## src/rtl/pwr_seq_regs.svh

```systemverilog
// Register offsets, field positions, reset values and timing counts
// Assumes a 10 MHz system clock and a word-addressed Avalon-MM slave
`ifndef PWR_SEQ_REGS_SVH
`define PWR_SEQ_REGS_SVH

// ----------------------------------------
// Register word offsets
// ----------------------------------------
`define OFS_POWER_CONTROL   4'h0
`define OFS_IRQ_STATUS     4'h1
`define OFS_IRQ_CLEAR      4'h2
`define OFS_IRQ_ENABLE     4'h3
`define OFS_STATE          4'h4
`define OFS_RETURN_ADDR    4'h5
`define OFS_WAKE_ACK       4'h6

// ----------------------------------------
// Power control fields
// ----------------------------------------
`define PC_IDLE_BIT        0
`define PC_POWERDOWN_BIT   1
`define PC_SERIAL_WAKE_BIT 2
`define PC_EXT0_WAKE_BIT   3
`define PC_RESET_VALUE     8'h00

// ----------------------------------------
// Status bits
// ----------------------------------------
`define EV_WAKE_RESET      0
`define EV_WAKE_INTERVAL   1
`define EV_WAKE_SERIAL     2
`define EV_WAKE_EXT0       3
`define EV_POR_RELEASE     4
`define EV_COUNT           5

// ----------------------------------------
// Timing
// ----------------------------------------
`define CLK_HZ             10000000
`define POR_HOLD_MS        128
`define POR_HOLD_CYCLES    ((`CLK_HZ / 1000) * `POR_HOLD_MS)
`define RESET_VECTOR       16'h0000

`endif

```

## src/rtl/pwr_seq_pkg.sv

```systemverilog
// Types shared by the power sequencer files
// Assumes the constants header is compiled alongside
package pwr_seq_pkg;

	typedef enum logic [2:0]
	{
		ST_POR_HOLD  = 3'b000,
		ST_POR_WAIT  = 3'b001,
		ST_RUN       = 3'b011,
		ST_POWERDOWN = 3'b010,
		ST_IDLE      = 3'b110,
		ST_EXT_RESET = 3'b100
	} pwr_state_t;

	typedef enum logic [1:0]
	{
		BOOT_NORMAL   = 2'b00,
		BOOT_DOWNLOAD = 2'b01,
		BOOT_EMULATE  = 2'b11
	} boot_mode_t;

endpackage : pwr_seq_pkg

```

## src/rtl/pwr_seq.sv

```systemverilog
// Power-down wake, power-on reset and boot-mode selection
// Assumes supply comparators arrive as async levels; core hooks are same-clock
`timescale 1ns/10ps
`include "pwr_seq_regs.svh"

// Functional notes
// - An external reset pin during power-down resets all registers, fetch starts after release. The code keeps the IRQ status bits (sts_r) through it.
// - Supply removal and return loads defaults and starts at the reset vector. The code keeps the IRQ status bits (sts_r) through it.
// - An interval-counter interrupt ends power-down and is serviced.
// - After a wake service routine returns, execution resumes after the power-down instruction.
// - A serial-peripheral interrupt wakes only when its wake enable was set beforehand.
// - An external interrupt 0 event wakes only when its wake enable was set beforehand.
// - Reset is held while supply is below 2.45 V and released 128 ms after it rises above.
// - On supply fall, reset stays asserted until supply drops below 1 V.
// - Boot-select high at reset release selects serial download mode.
// - Boot-select low at reset release selects normal run of the stored program.
// - Serial debug shares the download mode and its entry condition.
// - Single-pin emulation is reached through the boot-select pin held high. The code also needs the emulation request pin high, else it picks download.
// - Bit 0 of power control enters idle, bit 1 enters full power-down.
module pwr_seq
	import pwr_seq_pkg::*;
#(
	parameter int POR_CYCLES = `POR_HOLD_CYCLES
)(
	// Clock and reset
	input  wire logic        mclk_in,
	input  wire logic        sys_rst_in,
	// Avalon-MM slave
	input  wire logic [3:0]  avs_address_in,
	input  wire logic        avs_read_in,
	input  wire logic        avs_write_in,
	input  wire logic [31:0] avs_writedata_in,
	output logic      [31:0] avs_readdata_out,
	output logic             avs_waitrequest_out,
	// Pins and supply comparators
	input  wire logic        reset_pin_in,
	input  wire logic        boot_select_pin_in,
	input  wire logic        emu_request_in,
	input  wire logic        supply_above_2v45_in,
	input  wire logic        supply_above_1v_in,
	input  wire logic        external_irq0_input,
	// Core hooks
	input  wire logic        interval_counter_irq_in,
	input  wire logic        serial_periph_irq_in,
	input  wire logic        any_enabled_irq_in,
	input  wire logic        return_from_isr_in,
	input  wire logic [15:0] pd_instr_next_pc_in,
	// Outputs
	output logic             core_reset_out,
	output logic             core_clk_en_out,
	output logic             pll_run_out,
	output logic             service_interval_out,
	output logic             service_serial_out,
	output logic             service_ext0_out,
	output logic [15:0]      resume_pc_out,
	output logic             resume_valid_out,
	output logic [1:0]       boot_mode_out,
	output logic             irq_out
);

	logic       rst_pin_s;
	logic       boot_s;
	logic       emu_s;
	logic       above_hi_s;
	logic       above_lo_s;
	logic       ext0_s;

	pin_sync3 #(
		.WIDTH     (5),
		.RST_LEVEL (1'b0)
	) i_pin_sync3 (
		.mclk_in    (mclk_in),
		.sys_rst_in (sys_rst_in),
		.pin_in     ({reset_pin_in, boot_select_pin_in, emu_request_in,
		              supply_above_2v45_in, supply_above_1v_in}),
		.level_out  ({rst_pin_s, boot_s, emu_s, above_hi_s, above_lo_s})
	);

	// Interrupt pin idles high; reset high so no false fall follows reset
	pin_sync3 #(
		.WIDTH     (1),
		.RST_LEVEL (1'b1)
	) i_pin_sync3_irq (
		.mclk_in    (mclk_in),
		.sys_rst_in (sys_rst_in),
		.pin_in     (external_irq0_input),
		.level_out  (ext0_s)
	);

	// ----------------------------------------
	// State
	// ----------------------------------------
	pwr_state_t  state_r,      state_nxt;
	logic [31:0] por_cnt_r,    por_cnt_nxt;
	logic [7:0]  pctl_r,       pctl_nxt;
	logic [`EV_COUNT-1:0] sts_r, sts_nxt;
	logic [`EV_COUNT-1:0] ien_r, ien_nxt;
	logic [15:0] ret_pc_r,     ret_pc_nxt;
	logic        ret_pend_r,   ret_pend_nxt;
	logic        resume_r,     resume_nxt;
	logic [2:0]  svc_r,        svc_nxt;
	logic [1:0]  boot_r,       boot_nxt;
	logic        ext0_prev_r;
	logic        ack_r,        ack_nxt;
	logic [31:0] rdata_r,      rdata_nxt;
	logic        in_reset;
	logic [`EV_COUNT-1:0] ev;
	logic        wr_hit;
	logic        rd_hit;
	logic        ext0_fall;

	// Write lands only at the edge where waitrequest is seen low
	assign wr_hit    = avs_write_in && ack_r;
	assign rd_hit    = avs_read_in && !ack_r;
	assign ext0_fall = ext0_prev_r && !ext0_s;
	assign in_reset  = (state_r == ST_POR_HOLD) || (state_r == ST_POR_WAIT)
	                || (state_r == ST_EXT_RESET);

	// ----------------------------------------
	// Sequencer
	// ----------------------------------------
	always_comb
	begin
		state_nxt   = state_r;
		por_cnt_nxt = por_cnt_r;
		svc_nxt     = 3'b000;
		ev          = '0;
		boot_nxt    = boot_r;
		case (state_r)
			ST_POR_HOLD:
			begin
				por_cnt_nxt = '0;
				if (above_hi_s)
					state_nxt = ST_POR_WAIT;
			end
			ST_POR_WAIT:
			begin
				if (!above_hi_s)
					state_nxt = ST_POR_HOLD;
				else if (por_cnt_r >= 32'(POR_CYCLES - 1))
				begin
					state_nxt = ST_RUN;
					ev[`EV_POR_RELEASE] = 1'b1;
					if (boot_s && emu_s)
						boot_nxt = BOOT_EMULATE;
					else if (boot_s)
						boot_nxt = BOOT_DOWNLOAD;
					else
						boot_nxt = BOOT_NORMAL;
				end
				else
					por_cnt_nxt = por_cnt_r + 32'd1;
			end
			ST_EXT_RESET:
			begin
				if (!rst_pin_s)
				begin
					state_nxt = ST_RUN;
					if (boot_s && emu_s)
						boot_nxt = BOOT_EMULATE;
					else if (boot_s)
						boot_nxt = BOOT_DOWNLOAD;
					else
						boot_nxt = BOOT_NORMAL;
				end
			end
			ST_RUN:
			begin
				if (pctl_r[`PC_POWERDOWN_BIT])
					state_nxt = ST_POWERDOWN;
				else if (pctl_r[`PC_IDLE_BIT])
					state_nxt = ST_IDLE;
			end
			ST_IDLE:
			begin
				if (any_enabled_irq_in)
					state_nxt = ST_RUN;
			end
			ST_POWERDOWN:
			begin
				if (rst_pin_s)
				begin
					state_nxt = ST_EXT_RESET;
					ev[`EV_WAKE_RESET] = 1'b1;
				end
				else if (interval_counter_irq_in)
				begin
					state_nxt = ST_RUN;
					svc_nxt[0] = 1'b1;
					ev[`EV_WAKE_INTERVAL] = 1'b1;
				end
				else if (serial_periph_irq_in && pctl_r[`PC_SERIAL_WAKE_BIT])
				begin
					state_nxt = ST_RUN;
					svc_nxt[1] = 1'b1;
					ev[`EV_WAKE_SERIAL] = 1'b1;
				end
				else if (ext0_fall && pctl_r[`PC_EXT0_WAKE_BIT])
				begin
					state_nxt = ST_RUN;
					svc_nxt[2] = 1'b1;
					ev[`EV_WAKE_EXT0] = 1'b1;
				end
			end
			default:
				state_nxt = ST_POR_HOLD;
		endcase
		if (!above_lo_s || (!above_hi_s && state_r != ST_POR_WAIT))
		begin
			if (!above_hi_s)
				state_nxt = ST_POR_HOLD;
		end
		else if (rst_pin_s && state_r != ST_POR_HOLD && state_r != ST_POR_WAIT)
			state_nxt = ST_EXT_RESET;
	end

	// ----------------------------------------
	// Registers and return path
	// ----------------------------------------
	always_comb
	begin
		pctl_nxt     = pctl_r;
		ien_nxt      = ien_r;
		ret_pc_nxt   = ret_pc_r;
		ret_pend_nxt = ret_pend_r;
		resume_nxt   = 1'b0;
		ack_nxt      = (avs_read_in || avs_write_in) && !ack_r;
		rdata_nxt    = rdata_r;
		sts_nxt      = sts_r;
		if (wr_hit && avs_address_in == `OFS_IRQ_CLEAR)
			sts_nxt = sts_r & ~avs_writedata_in[`EV_COUNT-1:0];
		sts_nxt = sts_nxt | ev;
		if (wr_hit && avs_address_in == `OFS_POWER_CONTROL)
			pctl_nxt = avs_writedata_in[7:0];
		if (wr_hit && avs_address_in == `OFS_IRQ_ENABLE)
			ien_nxt = avs_writedata_in[`EV_COUNT-1:0];
		if (state_r == ST_RUN && pctl_r[`PC_POWERDOWN_BIT])
			ret_pc_nxt = pd_instr_next_pc_in;
		if (state_r == ST_POWERDOWN && state_nxt == ST_RUN)
		begin
			pctl_nxt[`PC_POWERDOWN_BIT] = 1'b0;
			ret_pend_nxt = 1'b1;
		end
		if (state_r == ST_IDLE && state_nxt == ST_RUN)
			pctl_nxt[`PC_IDLE_BIT] = 1'b0;
		if (ret_pend_r && return_from_isr_in)
		begin
			ret_pend_nxt = 1'b0;
			resume_nxt   = 1'b1;
		end
		if (rd_hit)
		begin
			case (avs_address_in)
				`OFS_POWER_CONTROL: rdata_nxt = {24'h00_0000, pctl_r};
				`OFS_IRQ_STATUS:    rdata_nxt = {27'h000_0000, sts_r};
				`OFS_IRQ_ENABLE:    rdata_nxt = {27'h000_0000, ien_r};
				`OFS_STATE:         rdata_nxt = {27'h000_0000, boot_r, state_r};
				`OFS_RETURN_ADDR:   rdata_nxt = {16'h0000, ret_pc_r};
				default:            rdata_nxt = 32'h0000_0000;
			endcase
		end
		if (in_reset)
		begin
			pctl_nxt     = `PC_RESET_VALUE;
			ien_nxt      = '0;
			ret_pend_nxt = 1'b0;
			ret_pc_nxt   = `RESET_VECTOR;
		end
	end

	always_ff @(posedge mclk_in or posedge sys_rst_in)
	begin
		if (sys_rst_in)
		begin
			state_r     <= ST_POR_HOLD;
			por_cnt_r   <= 32'h0000_0000;
			pctl_r      <= `PC_RESET_VALUE;
			sts_r       <= '0;
			ien_r       <= '0;
			ret_pc_r    <= `RESET_VECTOR;
			ret_pend_r  <= 1'b0;
			resume_r    <= 1'b0;
			svc_r       <= 3'b000;
			boot_r      <= BOOT_NORMAL;
			ext0_prev_r <= 1'b1;
			ack_r       <= 1'b0;
			rdata_r     <= 32'h0000_0000;
		end
		else
		begin
			state_r     <= state_nxt;
			por_cnt_r   <= por_cnt_nxt;
			pctl_r      <= pctl_nxt;
			sts_r       <= sts_nxt;
			ien_r       <= ien_nxt;
			ret_pc_r    <= ret_pc_nxt;
			ret_pend_r  <= ret_pend_nxt;
			resume_r    <= resume_nxt;
			svc_r       <= svc_nxt;
			boot_r      <= boot_nxt;
			ext0_prev_r <= ext0_s;
			ack_r       <= ack_nxt;
			rdata_r     <= rdata_nxt;
		end
	end

	// Outputs registered; waitrequest idles high, low one cycle per access
	logic        core_rst_r;
	logic        clk_en_r;
	logic        pll_r;
	logic        irq_r;
	logic        wait_r;
	always_ff @(posedge mclk_in or posedge sys_rst_in)
	begin
		if (sys_rst_in)
		begin
			core_rst_r <= 1'b1;
			clk_en_r   <= 1'b0;
			pll_r      <= 1'b0;
			irq_r      <= 1'b0;
			wait_r     <= 1'b1;
		end
		else
		begin
			core_rst_r <= (state_nxt == ST_POR_HOLD) || (state_nxt == ST_POR_WAIT)
			           || (state_nxt == ST_EXT_RESET);
			clk_en_r   <= (state_nxt == ST_RUN);
			pll_r      <= (state_nxt != ST_POWERDOWN);
			irq_r      <= |(sts_nxt & ien_nxt);
			wait_r     <= !ack_nxt;
		end
	end

	assign core_reset_out       = core_rst_r;
	assign core_clk_en_out      = clk_en_r;
	assign pll_run_out          = pll_r;
	assign service_interval_out = svc_r[0];
	assign service_serial_out   = svc_r[1];
	assign service_ext0_out     = svc_r[2];
	assign resume_pc_out        = ret_pc_r;
	assign resume_valid_out     = resume_r;
	assign boot_mode_out        = boot_r;
	assign irq_out              = irq_r;
	assign avs_readdata_out     = rdata_r;
	assign avs_waitrequest_out  = wait_r;

	// ----------------------------------------
	// Checks
	// ----------------------------------------
	property p_pd_reset;
		@(posedge mclk_in) disable iff (sys_rst_in)
		(state_r == ST_POWERDOWN && rst_pin_s && above_hi_s) |=> core_reset_out;
	endproperty
	a_pd_reset: assert property (p_pd_reset) else $error("reset pin ignored");

	property p_tic_wake;
		@(posedge mclk_in) disable iff (sys_rst_in)
		(state_r == ST_POWERDOWN && !rst_pin_s && interval_counter_irq_in && above_hi_s)
		|=> service_interval_out && core_clk_en_out;
	endproperty
	a_tic_wake: assert property (p_tic_wake) else $error("interval wake missed");

	property p_resume;
		@(posedge mclk_in) disable iff (sys_rst_in)
		(ret_pend_r && return_from_isr_in && !in_reset) |=> resume_valid_out;
	endproperty
	a_resume: assert property (p_resume) else $error("no resume");

	property p_serial_gate;
		@(posedge mclk_in) disable iff (sys_rst_in)
		service_serial_out |-> $past(pctl_r[`PC_SERIAL_WAKE_BIT]);
	endproperty
	a_serial_gate: assert property (p_serial_gate) else $error("serial wake ungated");

	property p_ext0_gate;
		@(posedge mclk_in) disable iff (sys_rst_in)
		service_ext0_out |-> $past(pctl_r[`PC_EXT0_WAKE_BIT]);
	endproperty
	a_ext0_gate: assert property (p_ext0_gate) else $error("ext0 wake ungated");

	property p_por_hold;
		@(posedge mclk_in) disable iff (sys_rst_in)
		!above_hi_s |=> core_reset_out;
	endproperty
	a_por_hold: assert property (p_por_hold) else $error("reset released low");

	property p_por_release;
		@(posedge mclk_in) disable iff (sys_rst_in)
		(state_r == ST_POR_WAIT && state_nxt == ST_RUN) |-> por_cnt_r == 32'(POR_CYCLES - 1);
	endproperty
	a_por_release: assert property (p_por_release) else $error("early release");

	property p_boot_dl;
		@(posedge mclk_in) disable iff (sys_rst_in)
		(state_r == ST_EXT_RESET && state_nxt == ST_RUN && boot_s && !emu_s)
		|=> boot_mode_out == BOOT_DOWNLOAD;
	endproperty
	a_boot_dl: assert property (p_boot_dl) else $error("download not chosen");

	property p_gated_off;
		@(posedge mclk_in) disable iff (sys_rst_in)
		(state_r == ST_POWERDOWN && !pctl_r[`PC_SERIAL_WAKE_BIT]
		 && !pctl_r[`PC_EXT0_WAKE_BIT] && !interval_counter_irq_in && !rst_pin_s)
		|=> !service_serial_out && !service_ext0_out;
	endproperty
	a_gated_off: assert property (p_gated_off) else $error("disabled wake fired");

endmodule : pwr_seq

```

## src/rtl/pin_sync3.sv

```systemverilog
// Three-stage synchroniser with agreement filter for external pins
// Assumes pins are asynchronous to mclk_in
`timescale 1ns/10ps
module pin_sync3 #(
	parameter int WIDTH     = 1,
	parameter bit RST_LEVEL = 1'b0
)(
	// Clock and reset
	input  wire logic             mclk_in,
	input  wire logic             sys_rst_in,
	// Pins
	input  wire logic [WIDTH-1:0] pin_in,
	output logic      [WIDTH-1:0] level_out
);

	logic [WIDTH-1:0] s1_r;
	logic [WIDTH-1:0] s2_r;
	logic [WIDTH-1:0] s3_r;
	logic [WIDTH-1:0] lvl_r;
	logic [WIDTH-1:0] lvl_nxt;

	// ----------------------------------------
	// Agreement of stages two and three
	// ----------------------------------------
	genvar g;
	generate
		for (g = 0; g < WIDTH; g++)
		begin : g_bit
			always_comb
			begin
				lvl_nxt[g] = (s2_r[g] == s3_r[g]) ? s3_r[g] : lvl_r[g];
			end
		end
	endgenerate

	always_ff @(posedge mclk_in or posedge sys_rst_in)
	begin
		if (sys_rst_in)
		begin
			s1_r  <= {WIDTH{RST_LEVEL}};
			s2_r  <= {WIDTH{RST_LEVEL}};
			s3_r  <= {WIDTH{RST_LEVEL}};
			lvl_r <= {WIDTH{RST_LEVEL}};
		end
		else
		begin
			s1_r  <= pin_in;
			s2_r  <= s1_r;
			s3_r  <= s2_r;
			lvl_r <= lvl_nxt;
		end
	end

	assign level_out = lvl_r;

endmodule : pin_sync3

```

## config.mk

```make
export PLATFORM = sky130hd
export DESIGN_NAME = pwr_seq
export DESIGN_NICKNAME = d
export VERILOG_FILES = /design/src/rtl/pwr_seq_pkg.sv /design/src/rtl/pwr_seq.sv /design/src/rtl/pin_sync3.sv
export VERILOG_INCLUDE_DIRS = /design/src /design/src/rtl
export SDC_FILE = /design/constraint.sdc
export NUM_CORES = 1
export LEC_CHECK = 0
export BUFFER_PORTS_ARGS = -buffer_cell sky130_fd_sc_hd__buf_4
export CORE_ASPECT_RATIO = 0.5
export CORE_UTILIZATION = 58
export DETAILED_ROUTE_END_ITERATION = 12
export HOLD_SLACK_MARGIN = 0.03
export PLACE_DENSITY = 0.87
export SETUP_SLACK_MARGIN = 0.3
export SKIP_LAST_GASP = 1
export SYNTH_ARGS = -nofsm -noshare
export SYNTH_HDL_FRONTEND = slang
export SYNTH_SLANG_ARGS = --single-unit
```

## constraint.sdc

```tcl
create_clock -name mclk_in -period 12.4 [get_ports mclk_in]
set_clock_uncertainty 0.2 [all_clocks]
set_input_delay 1.86 -clock mclk_in [delete_from_list [all_inputs] [get_ports mclk_in]]
set_output_delay 1.86 -clock mclk_in [all_outputs]
set_load 0.05 [all_outputs]
```

### Word level (Yosys, flattened, before mapping)

Index checks and enable logic that the tools add are counted.

* flip-flop bits (word level): 139
* input bits: 66
* output and inout port bits: 59
* logic and storage cells: 155

* add/subtract/negate cells: 1
* magnitude comparators: 1
* eq/ne operators: 25
* muxes and demuxes: 50
* bitwise operators: 4
* reduce and logical (&&, ||, !) cells: 42

Operators with widths (number)
* case mux 16 bit (5 select lines): 1
* two-way mux 32 bit: 2
* case mux 32 bit (2 select lines): 1
* two-way mux 3 bit: 16
* adder 32 x 1 -> 32 bit (second input constant): 1
* greater-or-equal comparator 32 x 21 -> 1 bit (second input constant): 1
* two-way mux 16 bit: 2
* case mux 3 bit (6 select lines): 1
* logical AND 1 bit: 17
* two-way mux 8 bit: 2
* two-way mux 1 bit: 15
* two-way mux 5 bit: 3
* nonzero test 3 bit: 4
* bitwise AND 5 bit: 2
* two-way mux 2 bit: 5
* equality test 3 x 2 -> 1 bit (second input constant): 3
* equality test 3 bit (second input constant): 3
* equality test 4 x 2 -> 1 bit (second input constant): 2
* equality test 4 x 3 -> 1 bit (second input constant): 2
* nonzero test 2 bit: 4
* equality test 1 bit: 6
* equality test 3 x 1 -> 1 bit (second input constant): 2
* logical NOT 3 bit: 2
* logical OR 1 bit: 6
* other kinds (14): 20

### Longest topological paths before layout

Gate-level depths: netlist of run 1.

* depth in word-level cells: 15
* mapped depth: 8
* depth with buffers taken out: 7

### By module

From an unflattened synthesis of run 1, not the netlist that was laid out.

* cell total of the unflattened synthesis: 517
* area, all modules: 5357.6 um2

Modules (own cells, without submodules)
* pwr_seq: times used 1, cells each 485, area an instance 4677.0 um2, sequential area each 2481.1 um2
* pin_sync3 (i_pin_sync3): times used 1, cells each 26, area an instance 560.5 um2, sequential area each 500.5 um2
* pin_sync3 (i_pin_sync3_irq): times used 1, cells each 6, area an instance 120.1 um2, sequential area each 105.1 um2

### Worst setup path before layout of run 1

No wires, ideal clock.

* kind: input to register
* start point: in avs_address_in[2]
* end point: reg irq_r (netlist: irq_out)
* setup time: 0.124 ns
* arrival time: 3.354 ns
* data required time: 12.076 ns
* path slack: 8.722 ns
* stages on the path: 7
* buffers on the path: 1
* path through: clkbuf_1 > nand4bb_1 > nor2_1 > mux2i_1 > nor2_1 > a22o_1 > a211o_1

* word-level cells in the longest chain between the ends: 6
* elaborated cells on any way between the ends: 10
* classes of those cells: eq/ne (2); mux (3); bitwise (2); reduce/logical (3)

RTL lines
* start: declaration: line pwr_seq.sv:29 `input wire logic [3:0] avs_address_in,`
* equality test 4 x 2 -> 1 bit
* logical AND 1 bit (no source line)
* two-way mux 5 bit: line pwr_seq.sv:235 `` if (wr_hit && avs_address_in == `OFS_IRQ_ENABLE) ``
* two-way mux 5 bit: line pwr_seq.sv:262 `if (in_reset)`
* named net ien_nxt[1]: line pwr_seq.sv:97 `` logic [`EV_COUNT-1:0] ien_r, ien_nxt; ``
* bitwise AND 5 bit: line pwr_seq.sv:329 `irq_r <= |(sts_nxt & ien_nxt);`
* OR reduction 5 bit: line pwr_seq.sv:329
* end signal: assignment: line pwr_seq.sv:329
* end: declaration: line pwr_seq.sv:311 `logic irq_r;`

The timed path passes the listed nets, and every way through them passes these cells.
A chain may end at the register's enable or synchronous reset.

### Worst setup path after layout of run 1

Ends and elaborated chain as after synthesis.

==> flow_summary_export.csv, run 1 <==
group,metric,value,unit
pwr,leakage,3.08,nW
pwr,clockPowerShare,0.508,
worst_setup_path,r2r_slack,9500,ps
cts,clock_path_buffers,2,
cts,htreeDepth,4,
run_status,outcome,"finished, violations left",
die,die-area,9680,sq um
worst_setup_path,crit_buf_inv,1,
grt,grt_overflow,0,
worst_setup_path,worstSetupStartpointType,"primary input",
grt,antenna_found_initial,0,
sta,fin_hold_ws,149,ps
pwr,swShare,0.237,
sta,rsz0062_at_grt,"false",
final_layout,layout-drive-gt1-share,0.247,
cts,tritoncts,"built",
worst_setup_path,crit_required,12490,ps
die,die_h,70.1,microns
grt,grt_pass1_vias,4180,
logic_synthesis,synth_area_per_cell,11.2,sq um
route,drtAntennaViolNets,0,
cts,clkSinkCount,123,
worst_setup_path,critPathKind,"in -> reg",
pwr,ir_drop,0.0000757,V
sta,fin_ws,8840,ps
hold_path,holdCritPathClass,"reg -> reg",
logic_synthesis,synth.area.top_cells,"dfrtp_1 (54%), a22o_1 (5.2%), dfstp_2 (3.4%)",
grt,grt_max_degree,71,
worst_setup_path,crit_path_start,"avs_address_in[2]",
route,drcViolationCount,20,
logic_synthesis,ys.flop_type,"dfrtp_1",
worst_setup_path,cpMostUsedCell,"nor2_1",
logic_synthesis,synth_cell_types,60,
logic_synthesis,ys_seq_area_frac,0.574,
logic_synthesis,synth-edff-count,0,
place,placed_area,6010,sq um
route,first_pass_iters,9,
final_layout,final_util,0.749,
final_layout,final_area,6630,sq um
worst_setup_path,arrival,3650,ps
pwr,p_per_area,153,nW/um^2
sta,fin_crit_sh,0.287,
route,drt-initial-drc-count,375,
sta,hold_viol_final,0,
die,num_io_pins,125,
worst_setup_path,crit_path_max_fanout,19,
worst_setup_path,crit-reg2reg-launch,"state_r[2]",
final_layout,areaGrowthSynthToFinish,23.4,%
final_layout,layout_commonest_cell,"dfrtp_1",
place,dpl_worst_slack,8510,ps
run_status,violations,"DRC",
worst_setup_path,crit_chain,"buf_4, nand4bb_1, nor2_1, mux2i_1, nor2_1, a22o_1, a211o_1",
logic_synthesis,yosys_warnings,0,
route,via_per_inst,6.04,
die,die_x,138,microns
route,wl_per_cell,18.1,microns
cts,postCtsSetupBuffers,0,
sta,clock.fmax,281,MHz
pwr,combPwrFrac,0.075,
sta,slew_viol_final,0,
final_layout,diodes,0,
pwr,power.switching,0.241,mW
cts,clk_pin_slew,50,ps
logic_synthesis,yosys.area.top_type,"dfrtp_1",
place,dp_hpwl,7750,microns
logic_synthesis,syn_inst,481,
cts,cts_resized,0,
pwr,internal_power,0.772,mW
sta,worst_pin_slew,1210,ps
place,finalWeightedCongestion,0.827,
route,wl,12600,microns
route,vias,4186,
worst_setup_path,cp_slowest_cell,"nor2_1",
final_layout,layout_common_cells,"dfrtp_1 (116), buf_4 (86), nand2_1 (37), nor2_1 (34), a22o_1 (32)",
logic_synthesis,yosysTopAreaCellShare,0.540,
pwr,seqPwrFrac,0.417,
worst_setup_path,cp_slowest_stage_delay,450,ps
worst_setup_path,cp_top_family,"simple AND/OR/NAND/NOR gates",
cts,clockRootBuffer,"clkbuf_16",
logic_synthesis,synth_area,5370,sq um
logic_synthesis,postSynth.asyncResetShare,1.00,
hold_path,worstHoldStart,"i_pin_sync3.s1_r[1]",
run,drv_cap,0,
logic_synthesis,ys_seq_elements,123,
grt,grt_pass1_wl,21000,microns
place,io_buffer_count,84,
sta,slew_headroom,0.189,
die,initial_core_util,0.607,
sta,period_needed,3560,ps
worst_setup_path,crit_path_end_kind,"flop",
cts,worst_skew_pair.late_latency,410,ps
die,core,8860,sq um
die,num_rows,24,
sta,finalSetupTns,0,ps
final_layout,nets,630,
cts,cts_made_buffers,17,
grt,grtUsageTotal,0.280,
sta,finalSetupViolations,0,
cts,ctsHoldBuffers,0,
per-layer routing:
metal | up-vias | share of wire | global-route usage | wire [microns]
li1 | 1881 | - | - | -
met1 | 2052 | 0.41 | 0.352 | 5110
met2 | 222 | 0.49 | 0.469 | 6190
met3 | 31 | 0.082 | 0.0727 | 1030
met4 | 0 | 0.019 | 0.114 | 241
met5 | - | 0 | 0 | 0
power groups by stage:
stage	logic [mW]	clock network, mW	registers [mW]
floorplan	0.0457	0	0.436
global placement	0.0737	0	0.429
detailed placement	0.0751	0	0.429
global route	0.0820	0.536	0.423
CTS	0.0761	0.519	0.422
finish	0.0758	0.515	0.423
cell type report:
class                      instances  area [sq um]
sequential                       123          3090
fill                             549          2220
clock inverter                    10           139
clock buffer                      22           484
timing repair buffer              86           646
inverter                           4          17.5
tap                              117           146
multi-input combinational        331          2110
Yosys cell counts (2+ instances only):
cell type  instances
nor3_1             6
nand2_1           37
and4_1             2
nor2b_1            5
inv_1              4
a22oi_1            5
nand4_1            5
and4b_1            2
a21o_1             3
buf_2              3
xor2_1             3
o21ai_0           24
mux2i_1           18
buf_4             16
and2_1            13
nor4_1             4
buf_1              3
nor3_2             3
a32o_1             2
clkbuf_1          15
a21boi_0           2
nor3b_1            3
nand3b_1           2
or2_2              5
nand2b_1           9
o22ai_1            4
and3_1             5
o21a_1             3
o211ai_1           4
a211oi_1           3
a21oi_1           21
nor2_1            34
or3_1             11
or4_1              2
dfstp_2            7
nand3_1           13
maj3_1             6
mux2_2             2
xnor2_1            2
a22o_1            32
a31oi_1            4
dfrtp_1          116
sequential cells by signal, summed over array words and instances, names as in the netlist, 2 cells and up:
register,count
state_r,3
pctl_r,8
i_pin_sync3.s2_r,5
i_pin_sync3.s3_r,5
sts_r,5
avs_readdata_out,16
por_cnt_r,32
i_pin_sync3.level_out,5
svc_r,3
resume_pc_out,16
boot_mode_out,2
i_pin_sync3.s1_r,5
ien_r,5
metrics by stage:
step | total power [mW] | std cells
after floorplan | 0.482 | 496
after global routing | 1.04 | 693
after CTS | 1.02 | 693
after detailed placement | 0.504 | 661
final | 1.01 | 693
after global placement | 0.502 | 661
path summary, 6_finish.rpt:
path                                       end  cells after the start
hold / removal             i_pin_sync3.s2_r[1]                      0
setup / recovery                       irq_out                      7
min in group asynchronous     resume_valid_out                      2
hold reg to reg            i_pin_sync3.s2_r[1]                      0
max in group asynchronous  avs_readdata_out[6]                      3
setup reg to reg                 por_cnt_r[17]                      4
cell families after synthesis:
| group | Yosys count | share of synthesized area |
|---|---|---|
| multiplexers | 20 | 0.0377 |
| AND/OR/NAND/NOR | 168 | 0.173 |
| buffers and inverters | 42 | 0.0426 |
| other | 1 | 0.000698 |
| adder cells (fa/ha/maj) | 7 | 0.0135 |
| AO/OA/AOI/OAI | 115 | 0.150 |
| flip-flops | 123 | 0.574 |
| XOR/XNOR | 5 | 0.00815 |
No activity file was read; power rests on OpenSTA's default activity.
==> run 2, diff against run 1 <==
CORE_UTILIZATION = 48   (was 58)
PLACE_DENSITY = 0.77   (was 0.87)
clock period = 3.09 ns   (was 12.4 ns; I/O delays follow)
==> flow_summary_export.csv, run 2 (synthesized netlist as in run 1, its figures left out) <==
group,metric,value,unit
cts,clock_path_buffers,2,
worst_setup_path,arrival,2760,ps
hold_path,holdCritPathClass,"in -> async",
worst_setup_path,critPathKind,"reg -> reg",
worst_setup_path,cp_slowest_cell,"or4_4",
route,vias,4103,
worst_setup_path,crit_buf_inv,0,
cts,postCtsSetupBuffers,0,
die,num_io_pins,125,
route,first_pass_iters,5,
place,io_buffer_count,84,
route,drtAntennaViolNets,0,
final_layout,top_register,"por_cnt_r",
final_layout,final_util,0.647,
grt,grt_pass1_vias,3957,
grt,grt_max_degree,124,
final_layout,layout-drive-gt1-share,0.255,
cts,tritoncts,"built",
sta,rsz0062_at_grt,"false",
pwr,leakage,3.16,nW
worst_setup_path,cp_top_family,"compound AO/OA/AOI/OAI gates",
route,wl,11800,microns
pwr,p_per_area,615,nW/um^2
final_layout,largest_reg_flops,32,
final_layout,n_fill_cell,794,
die,initial_core_util,0.510,
grt,grt_pass1_wl,19800,microns
run_status,outcome,"completed",
route,via_per_inst,5.64,
cts,htreeDepth,4,
cts,worst_skew_pair.late_latency,420,ps
sta,period_needed,2670,ps
die,die-area,11600,sq um
cts,clockRootBuffer,"clkbuf_16",
sta,slew_viol_final,0,
cts,clkSinkCount,123,
final_layout,nets,642,
route,drcViolationCount,0,
sta,worst_pin_slew,636,ps
sta,clock.fmax,375,MHz
worst_setup_path,crit_path_start,"por_cnt_r[12]",
sta,hold_viol_final,0,
die,num_rows,26,
sta,finalSetupTns,0,ps
worst_setup_path,crit_path_end_kind,"flop",
die,die_h,76.8,microns
cts,clk_pin_slew,60,ps
final_layout,seq_area,3090,sq um
final_layout,multi_input_area,2120,sq um
route,drt-initial-drc-count,222,
worst_setup_path,crit_chain,"or4_4, o21ai_4, nand2_1, o21ai_0, mux2_2",
sta,fin_hold_ws,47.5,ps
final_layout,layout_commonest_cell,"dfrtp_1",
grt,grt_overflow,0,
sta,slew_headroom,0.573,
grt,grtUsageTotal,0.223,
final_layout,areaGrowthSynthToFinish,27.0,%
final_layout,layout_common_cells,"dfrtp_1 (116), buf_4 (91), nand2_1 (37), nor2_1 (34), a22o_1 (32)",
sta,finalSetupViolations,0,
final_layout,diodes,0,
worst_setup_path,worstSetupStartpointType,"flop",
grt,antenna_found_initial,0,
route,wl_per_cell,16.3,microns
place,dp_hpwl,7610,microns
die,core,10500,sq um
place,finalWeightedCongestion,0.847,
cts,cts_made_buffers,17,
pwr,ir_drop,0.000277,V
run,drv_cap,0,
worst_setup_path,crit_path_max_fanout,9,
die,die_x,152,microns
worst_setup_path,crit-reg2reg-launch,"por_cnt_r[12]",
sta,fin_crit_sh,0.863,
worst_setup_path,cp_slowest_stage_delay,570,ps
worst_setup_path,crit_required,3180,ps
[run 2: cell types whose count changed in the layout (fill, tap and decap cells not counted), sizes merged]
cell,delta
buf,+6
bufinv,+2
clkbuf,-4
clkinv,+3
clkinvlp,-1
dlygate4sd3,+6
[run 2: timing repair]
item	CTS	global route
resized for setup	0	1
hold buffers	6	0
endpoints found under the setup margin	0	1
hold endpoints to repair	6	0
[run 2: area by class of cell]
cell class | count | area share
Clock buffer | 18 | 0.0644
Clock inverter | 14 | 0.0321
Multi-Input combinational cell | 331 | 0.311
Timing Repair Buffer | 98 | 0.112
Sequential cell | 123 | 0.452
Inverter | 4 | 0.00275
Tap cell | 140 | 0.0257
[run 2: stage by stage]
stage / worst slack [ps] / instance area (sq um) / cells / power [mW]
5_1_grt: 311 / 6820 / 728 / 4.34
4_1_cts: 428 / 6820 / 728 / 4.23
2_1_floorplan: 808 / 5430 / 496 / 1.93
3_3_place_gp: 494 / 6100 / 690 / 2.03
6_report: 423 / 6820 / 728 / 4.19
3_5_place_dp: 438 / 6100 / 690 / 2.03
[run 2: final timing paths]
kind	endpoint	slack, ps	depth (start not counted)
setup reg to reg	boot_mode_out[0]	420	5
hold reg to reg	i_pin_sync3.s2_r[3]	150	0
setup / recovery	boot_mode_out[0]	420	5
hold / removal	pctl_r[4]	50	3
max in group asynchronous	por_cnt_r[1]	2180	3
min in group mclk_in	svc_r[1]	60	2
[run 2: power by group]
part	total [mW]	switching (mW)	leakage [nW]	internal, mW
Sequential	1.69	0.0383	1.64	1.66
Combinational	0.317	0.213	1.21	0.104
Clock	2.18	0.728	0.316	1.46
[run 2: tightest hold or removal path: stages]
cell,delay [ps]
buf_4,120
clkinvlp_4,70
buf_12,490
[run 2: layer usage]
| metal | vias to the layer above | routed length (microns) | part of all wire | GRT usage |
|---|---|---|---|---|
| met5 | - | 0 | 0 | 0 |
| met4 | 0 | 164 | 0.014 | 0.0822 |
| met3 | 18 | 640 | 0.054 | 0.0524 |
| met2 | 108 | 5600 | 0.47 | 0.347 |
| met1 | 2068 | 5440 | 0.46 | 0.303 |
| li1 | 1909 | - | - | - |
==> run 3, diff against run 2 <==
CORE_ASPECT_RATIO = not set   (was 0.5)
==> flow_summary_export.csv, run 3 (synthesized netlist as in run 1, its figures left out) <==
group,metric,value,unit
die,die_x,108,microns
worst_setup_path,crit_required,3320,ps
die,initial_core_util,0.494,
hold_path,holdCritPathClass,"in -> reg",
final_layout,nets,666,
grt,antenna_found_initial,0,
place,dp_hpwl,7790,microns
route,vias,4066,
cts,worst_skew_pair.late_latency,520,ps
place,finalWeightedCongestion,0.825,
cts,clk_pin_slew,60,ps
pwr,swShare,0.239,
route,wl_per_cell,16.0,microns
pwr,seqPwrFrac,0.424,
die,die-area,11600,sq um
sta,finalSetupViolations,0,
route,via_per_inst,5.41,
final_layout,n_fill_cell,809,
sta,rsz0062_at_grt,"false",
sta,clock.fmax,379,MHz
pwr,internal_power,3.05,mW
pwr,p_per_area,572,nW/um^2
final_layout,top_register,"por_cnt_r",
die,num_rows,38,
sta,worst_pin_slew,737,ps
worst_setup_path,cp_top_family,"simple AND/OR/NAND/NOR gates",
pwr,leakage,3.23,nW
grt,grt_pass1_vias,3939,
final_layout,largest_reg_flops,32,
cts,cts_made_buffers,17,
sta,slew_viol_final,0,
cts,clock_path_buffers,2,
worst_setup_path,crit_path_end_kind,"flop",
worst_setup_path,critPathKind,"reg -> reg",
sta,fin_crit_sh,0.854,
worst_setup_path,cp_slowest_stage_delay,820,ps
final_layout,multi_input_area,2120,sq um
grt,grt_max_degree,54,
die,die_h,108,microns
pwr,ir_drop,0.000378,V
run_status,outcome,"completed",
worst_setup_path,crit_buf_inv,0,
route,drtAntennaViolNets,0,
route,wl,12000,microns
pwr,clockPowerShare,0.490,
final_layout,layout-drive-gt1-share,0.240,
sta,slew_headroom,0.508,
sta,finalSetupTns,0,ps
worst_setup_path,cp_slowest_cell,"dfrtp_1",
worst_setup_path,arrival,2870,ps
cts,htreeDepth,4,
place,io_buffer_count,84,
route,first_pass_iters,4,
final_layout,layout_common_cells,"dfrtp_1 (116), buf_4 (89), nand2_1 (37), nor2_1 (34), a22o_1 (32)",
worst_setup_path,crit_chain,"nor4b_1, a211oi_1, nor3_2, nor2b_1",
final_layout,finalNonFillerCells,752,
final_layout,areaGrowthSynthToFinish,30.4,%
sta,hold_viol_final,0,
cts,postCtsSetupBuffers,0,
worst_setup_path,crit_path_max_fanout,21,
sta,period_needed,2640,ps
cts,tritoncts,"built",
final_layout,diodes,0,
sta,fin_hold_ws,56.3,ps
pwr,power.switching,0.959,mW
pwr,combPwrFrac,0.086,
run,drv_cap,0,
final_layout,final_area,7010,sq um
grt,grt_overflow,0,
place,dpl.cell_count,689,
final_layout,seq_area,3090,sq um
die,core,10900,sq um
grt,grt_pass1_wl,19400,microns
worst_setup_path,worstSetupStartpointType,"flop",
place,placed_area,6100,sq um
cts,clkSinkCount,123,
grt,grtUsageTotal,0.220,
route,drt-initial-drc-count,377,
cts,clockRootBuffer,"clkbuf_8",
final_layout,layout_commonest_cell,"dfrtp_1",
route,drcViolationCount,0,
die,num_io_pins,125,
## run 3: cell count changes in the layout (fill, tap and decap cells not counted), moves of 2 or more
cell,change
dlygate4sd3_1,+25
clkinv_4,-4
buf_4,-2
bufinv_16,-2
clkbuf_1,+2
clkbuf_8,+2
clkinv_2,+2
## run 3: area by class of cell
type,count,area share
well taps,140,0.0250
clock buffers,21,0.0641
clock inverters,11,0.0202
inverters,4,0.00268
flip-flops and latches,123,0.440
repair buffers,122,0.145
multi-input cells,331,0.302
## run 3: path summary, 6_finish.rpt
check / depth (start not counted) / slack, ps / start / endpoint
setup / recovery: 4 / 450 / state_r[1] / core_clk_en_out
hold / removal: 3 / 60 / avs_writedata_in[0] / ien_r[0]
setup reg to reg: 4 / 450 / state_r[1] / core_clk_en_out
hold reg to reg: 0 / 140 / i_pin_sync3.s1_r[1] / i_pin_sync3.s2_r[1]
max in group asynchronous: 4 / 1690 / sys_rst_in / i_pin_sync3_irq.s1_r
min in group asynchronous: 3 / 330 / sys_rst_in / resume_pc_out[14]
## run 3: worst register-to-register path, cell delays in order, from the launching register on
cell      delay, ps
dfrtp_1         820
nor4b_1         640
a211oi_1        240
nor3_2          410
nor2b_1         240
## run 3: repair_timing
| action | CTS | global route |
|---|---|---|
| hold buffers | 31 | 0 |
| resized for setup | 0 | 1 |
| setup endpoints to repair | 0 | 1 |
| hold endpoints to repair | 50 | 0 |
## run 3: per-layer routing
layer | share of wire | global-route usage | up-vias
li1 | - | - | 1961
met1 | 0.45 | 0.289 | 1973
met2 | 0.49 | 0.357 | 122
met3 | 0.053 | 0.0490 | 10
met4 | 0.0097 | 0.0812 | 0
met5 | 0 | 0 | -
## run 3: power groups by stage
stage               Combinational [mW]  Sequential (mW)  Clock [mW]
floorplan                        0.184             1.75           0
global placement                 0.306             1.72           0
detailed placement               0.312             1.72           0
CTS                              0.345             1.70        1.99
global route                     0.373             1.70        2.07
finish                           0.344             1.70        1.97
## run 3: per-stage QoR
stage	power, mW	setup slack (ps)	util
floorplan	1.93	808	-
global placement	2.03	603	0.561
detailed placement	2.04	525	0.561
CTS	4.03	497	0.643
global route	4.14	321	0.644
finish	4.01	451	0.644
